## src/fce_pkg.sv

```systemverilog
// Purpose: Shared constants and types for the status-flag and condition block.
// Assumes: APB with 32-bit data; one aligned word per register.
// Notes: Offsets are byte addresses on the APB side.
package fce_pkg;

    // ------------------------------------------------------------
    // Register map
    // ------------------------------------------------------------
    localparam logic [7:0] FCE_FLAGS_INDEX = 8'he7;
    localparam logic [11:0] FCE_FLAGS_ADDR = 12'h39c;
    localparam logic [11:0] FCE_OP_ADDR = 12'h400;
    localparam logic [11:0] FCE_RES_ADDR = 12'h404;
    localparam logic [11:0] FCE_COND_ADDR = 12'h408;
    localparam logic [11:0] FCE_OPND_ADDR = 12'h40c;
    localparam logic [11:0] FCE_NOTATION_ADDR = 12'h410;

    // ------------------------------------------------------------
    // Flag bit positions
    // ------------------------------------------------------------
    localparam int FCE_C_BIT = 7;
    localparam int FCE_Z_BIT = 6;
    localparam int FCE_S_BIT = 5;
    localparam int FCE_V_BIT = 4;
    localparam int FCE_D_BIT = 3;
    localparam int FCE_H_BIT = 2;
    localparam int FCE_U_BIT = 1;
    localparam int FCE_M_BIT = 0;
    localparam logic [7:0] FCE_FLAGS_RESET = 8'h00;

    // ------------------------------------------------------------
    // Operand range limits
    // ------------------------------------------------------------
    localparam logic [7:0] FCE_WORK_REG_MAX = 8'h0f;
    localparam logic [7:0] FCE_DIR_REG_MAX = 8'hff;

    // Operation codes issued by the decoder.
    typedef enum logic [4:0] {
        FCE_OP_NONE = 5'h00, FCE_OP_ADD = 5'h01, FCE_OP_ADC = 5'h02,
        FCE_OP_SUB = 5'h03, FCE_OP_SBC = 5'h04, FCE_OP_CP = 5'h05,
        FCE_OP_LOGIC = 5'h06, FCE_OP_INCDEC = 5'h07, FCE_OP_TEST = 5'h08,
        FCE_OP_SRA = 5'h09, FCE_OP_ROT = 5'h0a, FCE_OP_BCD = 5'h0b,
        FCE_OP_MULDIV = 5'h0c, FCE_OP_SCF = 5'h0d, FCE_OP_RCF = 5'h0e,
        FCE_OP_CCF = 5'h0f, FCE_OP_SDM = 5'h10, FCE_OP_SPM = 5'h11,
        FCE_OP_SETU = 5'h12, FCE_OP_CLRU = 5'h13
    } fce_op_type;

    // Result of one completed ALU instruction.
    typedef struct packed {
        logic [15:0] value;
        logic carry;
        logic half;
        logic ovf;
        logic word;
        logic dst_is_flags;
    } fce_result_type;

    // Condition codes of conditional jumps.
    localparam logic [3:0] FCE_CC_F = 4'h0;
    localparam logic [3:0] FCE_CC_LT = 4'h1;
    localparam logic [3:0] FCE_CC_LE = 4'h2;
    localparam logic [3:0] FCE_CC_ULE = 4'h3;
    localparam logic [3:0] FCE_CC_OV = 4'h4;
    localparam logic [3:0] FCE_CC_MI = 4'h5;
    localparam logic [3:0] FCE_CC_Z = 4'h6;
    localparam logic [3:0] FCE_CC_C = 4'h7;
    localparam logic [3:0] FCE_CC_T = 4'h8;
    localparam logic [3:0] FCE_CC_GE = 4'h9;
    localparam logic [3:0] FCE_CC_GT = 4'ha;
    localparam logic [3:0] FCE_CC_UGT = 4'hb;
    localparam logic [3:0] FCE_CC_NOV = 4'hc;
    localparam logic [3:0] FCE_CC_PL = 4'hd;
    localparam logic [3:0] FCE_CC_NZ = 4'he;
    localparam logic [3:0] FCE_CC_NC = 4'hf;

endpackage : fce_pkg

```

## src/fce_flags.sv

```systemverilog
// Purpose: Status-flag register and jump condition evaluator of the core.
// Assumes: Decoder pulses op_valid once per completed instruction.
// Notes: Registers are reachable over APB for test and software access, with
//        one wait state so that pready, prdata and pslverr all leave flip-flops.
//        Masters must wait for pready rather than assume a fixed latency.
`timescale 1ns/1ps
module fce_flags (
    // Clock and reset.
    input wire logic pclk,
    input wire logic presetn,
    // APB slave.
    input wire logic psel,
    input wire logic penable,
    input wire logic pwrite,
    input wire logic [11:0] paddr,
    input wire logic [31:0] pwdata,
    output logic [31:0] prdata,
    output logic pready,
    output logic pslverr,
    // Decoder and ALU side.
    input wire logic op_valid,
    input wire fce_pkg::fce_op_type op_code,
    input wire fce_pkg::fce_result_type op_result,
    input wire logic [3:0] cond_code,
    // Flag outputs toward the core.
    output logic [7:0] flags_out,
    output logic jump_taken,
    output logic data_space_sel,
    output logic flags_undefined
);
    import fce_pkg::*;

    // ------------------------------------------------------------
    // Decode helpers
    // ------------------------------------------------------------

    // Condition test against a flag byte.
    function automatic logic cond_true(input logic [3:0] cc, input logic [7:0] f);
        logic c;
        logic z;
        logic sv;
        c = f[FCE_C_BIT];
        z = f[FCE_Z_BIT];
        sv = f[FCE_S_BIT] ^ f[FCE_V_BIT];
        case (cc)
            FCE_CC_F: cond_true = 1'b0;
            FCE_CC_T: cond_true = 1'b1;
            FCE_CC_C: cond_true = c;
            FCE_CC_NC: cond_true = ~c;
            FCE_CC_Z: cond_true = z;
            FCE_CC_NZ: cond_true = ~z;
            FCE_CC_MI: cond_true = f[FCE_S_BIT];
            FCE_CC_PL: cond_true = ~f[FCE_S_BIT];
            FCE_CC_OV: cond_true = f[FCE_V_BIT];
            FCE_CC_NOV: cond_true = ~f[FCE_V_BIT];
            FCE_CC_GE: cond_true = ~sv;
            FCE_CC_LT: cond_true = sv;
            FCE_CC_GT: cond_true = ~(z | sv);
            FCE_CC_LE: cond_true = z | sv;
            FCE_CC_UGT: cond_true = ~c & ~z;
            FCE_CC_ULE: cond_true = c | z;
            default: cond_true = 1'b0;
        endcase
    endfunction : cond_true

    // True for the instructions that load carry from the ALU result.
    function automatic logic hits_carry(input fce_op_type op);
        case (op)
            FCE_OP_ADD, FCE_OP_ADC, FCE_OP_SUB, FCE_OP_SBC, FCE_OP_CP,
            FCE_OP_SRA, FCE_OP_ROT, FCE_OP_BCD, FCE_OP_MULDIV: hits_carry = 1'b1;
            default: hits_carry = 1'b0;
        endcase
    endfunction : hits_carry

    // True for the instructions that move zero, sign and overflow.
    function automatic logic hits_zsv(input fce_op_type op);
        hits_zsv = hits_carry(op) || op == FCE_OP_LOGIC || op == FCE_OP_INCDEC
            || op == FCE_OP_TEST;
    endfunction : hits_zsv

    // True for add, subtract and compare of either width; BCD state is left only for bytes.
    function automatic logic is_addsub(input fce_op_type op);
        is_addsub = op == FCE_OP_ADD || op == FCE_OP_ADC || op == FCE_OP_SUB
            || op == FCE_OP_SBC || op == FCE_OP_CP;
    endfunction : is_addsub

    // Register decode, shared by the write strobes and the error check.
    function automatic logic addr_is(input logic [11:0] a, input logic [11:0] reg_addr);
        addr_is = a == reg_addr;
    endfunction : addr_is

    // ------------------------------------------------------------
    // Flag register
    // ------------------------------------------------------------
    logic [7:0] flags_ff;
    logic [7:0] nxt_flags;
    logic undef_ff;
    logic apb_acc;
    logic apb_wr;
    logic apb_rd;
    logic ready_ff;
    logic flags_hit;
    logic msb;
    logic is_sub;

    // First access cycle: the registered answer is prepared here.
    assign apb_acc = psel & penable & ~ready_ff;
    // A write lands only at the edge where the master sees pready high.
    assign apb_wr = psel & penable & pwrite & ready_ff;
    assign apb_rd = apb_acc & ~pwrite;
    assign flags_hit = addr_is(paddr, FCE_FLAGS_ADDR);
    // Sign source follows the operand width; direction feeds the BCD flag.
    assign msb = op_result.word ? op_result.value[15] : op_result.value[7];
    assign is_sub = op_code == FCE_OP_SUB || op_code == FCE_OP_SBC || op_code == FCE_OP_CP;

    // Next flag value; only flags the instruction touches change.
    always_comb begin
        nxt_flags = flags_ff;
        if (op_valid) begin
            if (hits_carry(op_code)) begin
                nxt_flags[FCE_C_BIT] = op_result.carry;
            end
            if (hits_zsv(op_code)) begin
                if (op_result.word) begin
                    nxt_flags[FCE_Z_BIT] = op_result.value == 16'h0000;
                end else begin
                    nxt_flags[FCE_Z_BIT] = op_result.value[7:0] == 8'h00;
                end
                nxt_flags[FCE_S_BIT] = msb;
                nxt_flags[FCE_V_BIT] = op_result.ovf;
            end
            // BCD state only follows byte add, subtract and compare.
            if (is_addsub(op_code) && !op_result.word) begin
                nxt_flags[FCE_D_BIT] = is_sub;
                nxt_flags[FCE_H_BIT] = op_result.half;
            end
            case (op_code)
                FCE_OP_SCF: nxt_flags[FCE_C_BIT] = 1'b1;
                FCE_OP_RCF: nxt_flags[FCE_C_BIT] = 1'b0;
                FCE_OP_CCF: nxt_flags[FCE_C_BIT] = ~flags_ff[FCE_C_BIT];
                FCE_OP_SDM: nxt_flags[FCE_M_BIT] = 1'b1;
                FCE_OP_SPM: nxt_flags[FCE_M_BIT] = 1'b0;
                FCE_OP_SETU: nxt_flags[FCE_U_BIT] = 1'b1;
                FCE_OP_CLRU: nxt_flags[FCE_U_BIT] = 1'b0;
                default: nxt_flags[FCE_U_BIT] = flags_ff[FCE_U_BIT];
            endcase
        end else if (apb_wr && flags_hit) begin
            nxt_flags = pwdata[7:0];
        end
    end

    // The reset value is architecturally undefined; zero is chosen here.
    // Software must not rely on it; flags_undefined stays high until an APB write of the flag register.
    always_ff @(posedge pclk or negedge presetn) begin
        if (!presetn) begin
            flags_ff <= FCE_FLAGS_RESET;
        end else begin
            flags_ff <= nxt_flags;
        end
    end

    // Marks the content as undefined after an ALU write aimed at the flags.
    // The flags still take the ALU update; software must rewrite them before
    // trusting any bit, and only that rewrite clears the mark.
    always_ff @(posedge pclk or negedge presetn) begin
        if (!presetn) begin
            undef_ff <= 1'b1;
        end else if (op_valid && hits_zsv(op_code) && op_result.dst_is_flags) begin
            undef_ff <= 1'b1;
        end else if (apb_wr && flags_hit && !op_valid) begin
            undef_ff <= 1'b0;
        end
    end

    // ------------------------------------------------------------
    // Condition evaluation and outputs
    // ------------------------------------------------------------
    logic jump_ff;
    logic [3:0] last_cc_ff;

    // Registered against the committed flags; valid one cycle after cond_code.
    // Using the committed flags rather than nxt_flags keeps the decode off the
    // ALU carry chain, at the price of one cycle between an update and its test.
    always_ff @(posedge pclk or negedge presetn) begin
        if (!presetn) begin
            jump_ff <= 1'b0;
        end else begin
            jump_ff <= cond_true(cond_code, flags_ff);
        end
    end

    // Last condition field seen, kept for software inspection.
    always_ff @(posedge pclk or negedge presetn) begin
        if (!presetn) begin
            last_cc_ff <= FCE_CC_F;
        end else begin
            last_cc_ff <= cond_code;
        end
    end

    assign flags_out = flags_ff;
    assign jump_taken = jump_ff;
    assign data_space_sel = flags_ff[FCE_M_BIT];
    assign flags_undefined = undef_ff;

    // ------------------------------------------------------------
    // Operand notation checker
    // ------------------------------------------------------------
    // Software writes an operand word: [31:16] address of the next instruction,
    // [15:8] displacement, whose bit 8 is also the direct pair register's lsb,
    // [16] pair form, [3:0] working register, [2:0] bit index.
    // The pair flag shares bit 16 with the address lsb to fit one word.
    logic [31:0] opnd_ff;
    logic [31:0] note_ff;
    logic [15:0] pc_next;
    logic [7:0] disp;
    logic [7:0] bit_mask;
    logic opnd_ok;
    logic [15:0] target;

    // Operand word written by software.
    always_ff @(posedge pclk or negedge presetn) begin
        if (!presetn) begin
            opnd_ff <= 32'h0000_0000;
        end else if (apb_wr && addr_is(paddr, FCE_OPND_ADDR)) begin
            opnd_ff <= pwdata;
        end
    end

    assign pc_next = opnd_ff[31:16];
    assign disp = opnd_ff[15:8];
    // Pairs must be even, both for working and direct registers.
    assign opnd_ok = !opnd_ff[16] || (!opnd_ff[0] && !opnd_ff[8]);
    assign target = pc_next + {{8{disp[7]}}, disp};

    // One select line per bit of the addressed byte; bit 0 is the lsb.
    generate
        for (genvar gi = 0; gi < 8; gi++) begin : g_mask
            assign bit_mask[gi] = opnd_ff[2:0] == 3'(gi);
        end
    endgenerate

    // Result word: [15:0] relative target, [16] pair legal,
    // [24:17] one-hot bit mask from bit index in [2:0].
    always_ff @(posedge pclk or negedge presetn) begin
        if (!presetn) begin
            note_ff <= 32'h0000_0000;
        end else begin
            note_ff <= {7'h00, bit_mask, opnd_ok, target};
        end
    end

    // ------------------------------------------------------------
    // APB read path
    // ------------------------------------------------------------
    logic [31:0] rd_mux;
    logic [31:0] prdata_ff;
    logic pslverr_ff;
    logic known;

    // Addresses that answer without an error.
    assign known = flags_hit || addr_is(paddr, FCE_COND_ADDR) || addr_is(paddr, FCE_OPND_ADDR)
        || addr_is(paddr, FCE_NOTATION_ADDR);

    // Register select for reads; unmapped addresses read as zero.
    always_comb begin
        rd_mux = 32'h0000_0000;
        case (paddr)
            FCE_FLAGS_ADDR: rd_mux = {24'h00_0000, flags_ff};
            FCE_COND_ADDR: rd_mux = {22'h0, undef_ff, jump_ff, 4'h0, last_cc_ff};
            FCE_OPND_ADDR: rd_mux = opnd_ff;
            FCE_NOTATION_ADDR: rd_mux = note_ff;
            default: rd_mux = 32'h0000_0000;
        endcase
    end

    // One wait state: pready rises at the edge that ends the first access cycle and the master
    // sees it at the following edge. The cycle spent buys a flop-driven pready
    // and keeps the read mux out of the bus timing path.
    always_ff @(posedge pclk or negedge presetn) begin
        if (!presetn) begin
            ready_ff <= 1'b0;
        end else begin
            ready_ff <= apb_acc;
        end
    end

    // Read data is captured in the first access cycle, so it stands unchanged
    // through the cycle in which the master takes it, and is zero otherwise.
    always_ff @(posedge pclk or negedge presetn) begin
        if (!presetn) begin
            prdata_ff <= 32'h0000_0000;
        end else if (apb_rd) begin
            prdata_ff <= rd_mux;
        end else begin
            prdata_ff <= 32'h0000_0000;
        end
    end

    // Error answer for unmapped addresses, timed with pready.
    always_ff @(posedge pclk or negedge presetn) begin
        if (!presetn) begin
            pslverr_ff <= 1'b0;
        end else begin
            pslverr_ff <= apb_acc & ~known;
        end
    end

    // Port drives come straight from the answer flops.
    assign prdata = prdata_ff;
    assign pready = ready_ff;
    assign pslverr = pslverr_ff;

endmodule : fce_flags

```

## config.mk

```make
export PLATFORM = sky130hd
export DESIGN_NAME = fce_flags
export DESIGN_NICKNAME = d
export VERILOG_FILES = /design/src/fce_pkg.sv /design/src/fce_flags.sv
export SDC_FILE = /design/constraint.sdc
export NUM_CORES = 1
export LEC_CHECK = 0
export BUFFER_PORTS_ARGS = -buffer_cell sky130_fd_sc_hd__buf_2
export CAP_MARGIN = 20
export CORE_ASPECT_RATIO = 1.75
export CORE_MARGIN = 2
export CORE_UTILIZATION = 45
export DETAILED_ROUTE_END_ITERATION = 16
export GPL_ROUTABILITY_DRIVEN = 1
export GPL_TIMING_DRIVEN = 1
export HOLD_SLACK_MARGIN = 0.15
export PLACE_DENSITY = 0.69
export SLEW_MARGIN = 20
export SYNTH_ARGS = -nofsm -noshare
export SYNTH_HDL_FRONTEND = slang
export SYNTH_SLANG_ARGS = --single-unit
```

## constraint.sdc

```tcl
create_clock -name pclk -period 6.6 [get_ports pclk]
set_clock_uncertainty 0.2 [all_clocks]
set_input_delay 0.99 -clock pclk [delete_from_list [all_inputs] [get_ports pclk]]
set_output_delay 0.99 -clock pclk [all_outputs]
set_load 0.02 [all_outputs]
```

==> Yosys cells after proc, flatten, opt, wreduce, memory -nomap -nowiden <==
Memory sizes are Yosys's and may differ from the RTL's.
Cells that the tools add are included.
{ "word_totals": {"ff_bits": 105, "rom_bits": 48, "inputBits": 80, "out_inout_bits": 45, "word_cells": 141, "memories": 3} }
{ "op_classes": {"n_addsub": 1, "eq_ne": 46, "n_mux": 20, "bitwise": 19, "reduce_logical": 39} }
{ "mem_list": {"columns": ["memory", "words", "word_bits", "read_ports", "rd_clocked_by_memory_dff", "write_ports", "line_no", "text"], "rows": [
  ["(no name shown)", 16, 1, 1, 0, 0, "fce_flags.sv:68", "case (op)"],
  ["(no name shown)", 16, 1, 1, 0, 0, "fce_flags.sv:68", null],
  ["(no name shown)", 16, 1, 1, 0, 0, "fce_flags.sv:68", null]
]} }
{ "op_table": {"columns": ["op", "count"], "rows": [
  ["$pmux 32 s4", 1],
  ["$eq 12x11->1 const B", 3],
  ["$eq 4x4->1 const B", 8],
  ["$mux 32", 1],
  ["$eq 5x3->1 const B", 4],
  ["$eq 5x4->1 const B", 4],
  ["$eq 5x5->1 const B", 4],
  ["$add 16x16->16", 1],
  ["$eq 4x3->1 const B", 4],
  ["$logic_not 16->1", 1],
  ["$logic_or 1x1->1", 16],
  ["$mux 8", 2],
  ["$pmux 1 s16", 1],
  ["$eq 12x10->1 const B", 1],
  ["$eq 3x3->1 const B", 4],
  ["$eq 5x2->1 const B", 2],
  ["$mux 1", 10],
  ["$reduce_and 2->1", 5],
  ["$not 1->1", 9],
  ["$eq 4x2->1 const B", 2],
  ["$logic_not 8->1", 1],
  ["$and 1x1->1", 7],
  ["$logic_and 1x1->1", 7],
  ["$eq 3x2->1 const B", 2],
  ["16 further kinds", 25]
]} }

==> Depth between registers and ports, before layout <==
{ "logic_depth": {"ltp_word": 8, "depth_mapped": 8, "depth_no_buf": 8} }

==> Least setup slack after synthesis <==
OpenSTA, ideal clock, no wires.
{ "synth_timing": {"kind": "input to register", "from": "input paddr[7]", "to": "register opnd_ff[10]", "setup_time_ps": 125, "arrival_ps": 2740, "t_required_ps": 6275, "slack_ps": 3535, "cell_stages": 5, "path_buffers": 1, "path_cell_list": "or4b_4 or3_4 nor3_4 buf_6 mux2_2"} }
{ "synth_between": {"elab_chain_len": 2} }
{ "synth_lines": {"columns": ["item", "line_no", "text"], "rows": [
  ["from (decl)", "fce_flags.sv:15", "input wire logic [11:0] paddr,"],
  ["$eq 12x11->1", "fce_flags.sv:89", "addr_is = a == reg_addr;"],
  ["$logic_and 1x1->1", "fce_flags.sv:225", "end else if (apb_wr && addr_is(paddr, FCE_OPND_ADDR)) begin"],
  ["to (signal assigned)", "fce_flags.sv:226", "opnd_ff <= pwdata;"],
  ["to (decl)", "fce_flags.sv:213", "logic [31:0] opnd_ff;"]
]} }
No other way between the ends.
A chain may end at the register's enable or synchronous reset.

==> Worst setup path in the final report <==
{ "layout_timing": {"from": "input paddr[7]", "to": "register prdata_ff[8] (netlist: prdata[8])"} }
{ "layout_between": {"elab_chain_len": 3, "elab_cells_between_ends": 6, "cone_classes": "4 x eq/ne; 2 x mux"} }
{ "layout_lines": {"columns": ["item", "line_no", "text"], "rows": [
  ["$eq 12x11->1 or $eq 12x10->1 (tied branches)", "fce_flags.sv:268", "case (paddr)"],
  ["$pmux 32 s4 *", "fce_flags.sv:268", null],
  ["$mux 32 *", "fce_flags.sv:293", "end else if (apb_rd) begin"],
  ["to (signal assigned)", "fce_flags.sv:294", "prdata_ff <= rd_mux;"],
  ["to (decl)", "fce_flags.sv:257", "logic [31:0] prdata_ff;"]
]} }
Every way passes the cells marked *; elsewhere a longest branch is shown, timed or not.

==> run_results.csv <==
group,metric,value,unit
cells_and_area,fin_cells,706,
clocking,hold_buffers,0,
global_routing,grt_pass1_wl,20.5,mm
sta,rsz0062_at_grt,"no",
critical_path,required,6.66,ns
flow_run,maxCapViolCount,0,
critical_path,critPathKind,"input port to flip-flop",
cells_and_area,area_growth,20.0,%
sta,setup_viol,0,
logic_synthesis,ys_warn_count,0,
die,core_region_area,0.0110,sq mm
critical_path,cp_cell_sequence,"buf_2 > or4b_4 > or3_4 > nor2_2 > a222oi_1 > nor2_1",
die,die_x,84.2,um
global_routing,grt_pass1_vias,4049,
sta,hold_viol,0,
logic_synthesis,yosysSeqAreaShare,52.0,%
placed_design,placedCellCount,690,
critical_path,crit_family,"simple AND/OR/NAND/NOR gates",
die,dieArea,0.0121,sq mm
global_routing,grt_usage,22.0,%
clocking,cts_tree,"done",
sta,fin_crit_sh,47.5,%
clocking,htreeDepth,3,
logic_synthesis,synth_common_cells,"104 x dfrtp_1, 44 x nor2_1, 34 x mux2_2, 24 x a22oi_1, 22 x a21oi_1",
clocking,clkLatencyLatePin,0.34,ns
global_routing,grt_max_degree,58,
logic_synthesis,synthTopCellsByArea,"dfrtp_1 51%, mux2_2 7.6%, ha_1 3.7%, a22oi_1 3.6%, nor2_1 3.3%",
logic_synthesis,synth_edf_count,0,
die,die_h,144,um
placed_design,io_buffers,124,
pwr,ir_worst_vdd,0.138,mV
cells_and_area,nets,665,
critical_path,max_stage_delay,0.76,ns
sta,fin_crit,3.14,ns
die,ioPinCount,125,
hold_path,min_path_type,"flip-flop to flip-flop",
status,status,"finished clean",
global_routing,antenna_found_initial,0,
critical_path,rrSetupSlack,3.72,ns
critical_path,worst-path-buf-inv,1,
placed_design,routabilityCongestion,0.920,
drt,wirelength,13.0,mm
drt,vias,4028,
drt,drt-initial-drc-count,237,
sta,relSlewSlack,25.1,%
clocking,clk_path_buf_depth,2,
cells_and_area,final_area,0.00607,sq mm
logic_synthesis,synth_top_area_share,51.4,%
critical_path,cp_data_arrival_time,3.19,ns
pwr,powerDensity,219,mW/mm^2
critical_path,end_kind,"flip-flop",
logic_synthesis,ys.flop_type,"dfrtp_1",
cells_and_area,drive_above_1_share,32.6,%
critical_path,cp_slowest_cell,"nor2_2",
sta,fmax,319,MHz
clocking,cts.sinks,105,
sta,worst_hold_slack,0.301,ns
pwr,p_leak,3.06,nW
placed_design,dpl_cell_area,0.00578,sq mm
die,rows,51,
logic_synthesis,synthCells,451,
clocking,clk_pin_slew_worst_paths,0.07,ns
drt,wl_per_cell,18.4,um
logic_synthesis,ys_ff_latch,105,
drt,ant_nets,0,
logic_synthesis,syn-cell-area,0.00506,sq mm
placed_design,place_hpwl,9.94,mm
logic_synthesis,syn_nets,547,
clocking,cts_buffers,9,
die,start_util,45.8,%
logic_synthesis,post-synth-top-count-cell,"dfrtp_1",
critical_path,crit_fanout,23,
cells_and_area,n_antenna_cell,0,
logic_synthesis,synth_cell_type_count,65,
cells_and_area,post-route-util,55.0,%
logic_synthesis,syn_avg_cell_area,11.2,sq um
logic_synthesis,yosys.area.top_type,"dfrtp_1",
logic_synthesis,ys_async_sr_fraction,100,%
critical_path,worst_setup_path_start_kind,"input port",
clocking,cts_setup_buffers,0,
clocking,root_buffer,"clkbuf_16",
sta,worst_pin_slew,1.12,ns
global_routing,gr-total-overflow,0,
drt,firstDrtPassIters,5,
sta,fin_setup_tns,0,ns
clocking,postCtsResizedCells,0,
drt,drc,0,
drt,viasPerCell,5.71,
sta,slew_violations,0,
## through the flow
| step | total power [mW] | setup slack [ns] |
|---|---|---|
| 2_1_floorplan | 0.742 | 3.53 |
| 3_3_place_gp | 0.811 | 3.13 |
| 3_5_place_dp | 0.815 | 3.07 |
| 4_1_cts | 1.35 | 3.41 |
| 5_1_grt | 1.38 | 3.31 |
| 6_report | 1.33 | 3.46 |
## final timing paths
path,from,to,cells after the start
max,paddr[7],prdata[8],6
min,note_ff[19],prdata[19],2
max reg2reg,opnd_ff[8],note_ff[12],8
min reg2reg,note_ff[19],prdata[19],2
max in group asynchronous,presetn,prdata[16],2
min in group asynchronous,presetn,opnd_ff[28],1
## sequential cells by signal, summed over array words and instances (netlist names)
name,flops
pslverr,1
opnd_ff,32
flags_undefined,1
last_cc_ff,4
pready,1
flags_out,8
prdata,32
jump_taken,1
note_ff,25
## report_power, final
group	total (mW)	switching, mW	leakage [nW]	internal, mW
clock network	0.529	0.231	0.146	0.299
logic	0.123	0.0729	1.51	0.0502
registers	0.680	0.0216	1.41	0.658
## cell usage in the layout (no fill, tap or decap), types with 5 or more instances in the layout
master     instances
and3_1            12
nor2_1            43
buf_2            123
ha_1              15
nand3_1            8
inv_1             13
a21oi_1           22
mux2i_1            9
o211ai_1           5
nor3_1            10
o21ai_0           14
a22o_1             8
mux2_2            34
dfrtp_1          104
a22oi_1           24
nand2_1           18
clkbuf_16          9
xnor2_1            9
## worst min-delay path, stage by stage (launching register included)
cell,delay [ns]
dfrtp_1,0.32
a22oi_1,0.06
nor2_1,0.08
## area by class of cell
cell class	instances	area (sq um)
sequential	105	2630
clock inverter	5	63.8
tap	132	165
fill	978	4970
clock buffer	11	233
multi-input combinational	313	2290
timing repair buffer	127	646
inverter	13	48.8
## kinds of logic after synthesis
| family | share of synthesized area [%] |
|---|---|
| compound gates | 14.9 |
| xor+xnor | 2.25 |
| fa+ha+maj | 4.10 |
| buf+inv | 3.02 |
| flops | 52.0 |
| mux | 9.57 |
| simple gates | 14.2 |
## per-layer routing
| metal | part of all wire [%] | GRT usage (%) | vias up | wire length (um) |
|---|---|---|---|---|
| li1 | - | - | 1892 | - |
| met1 | 36 | 23.9 | 1980 | 4660 |
| met2 | 56 | 41.2 | 138 | 7280 |
| met3 | 5.2 | 3.14 | 18 | 682 |
| met4 | 3.1 | 10.7 | 0 | 399 |
| met5 | 0 | 0 | - | 0 |
Power figures use the tool's default switching activity.
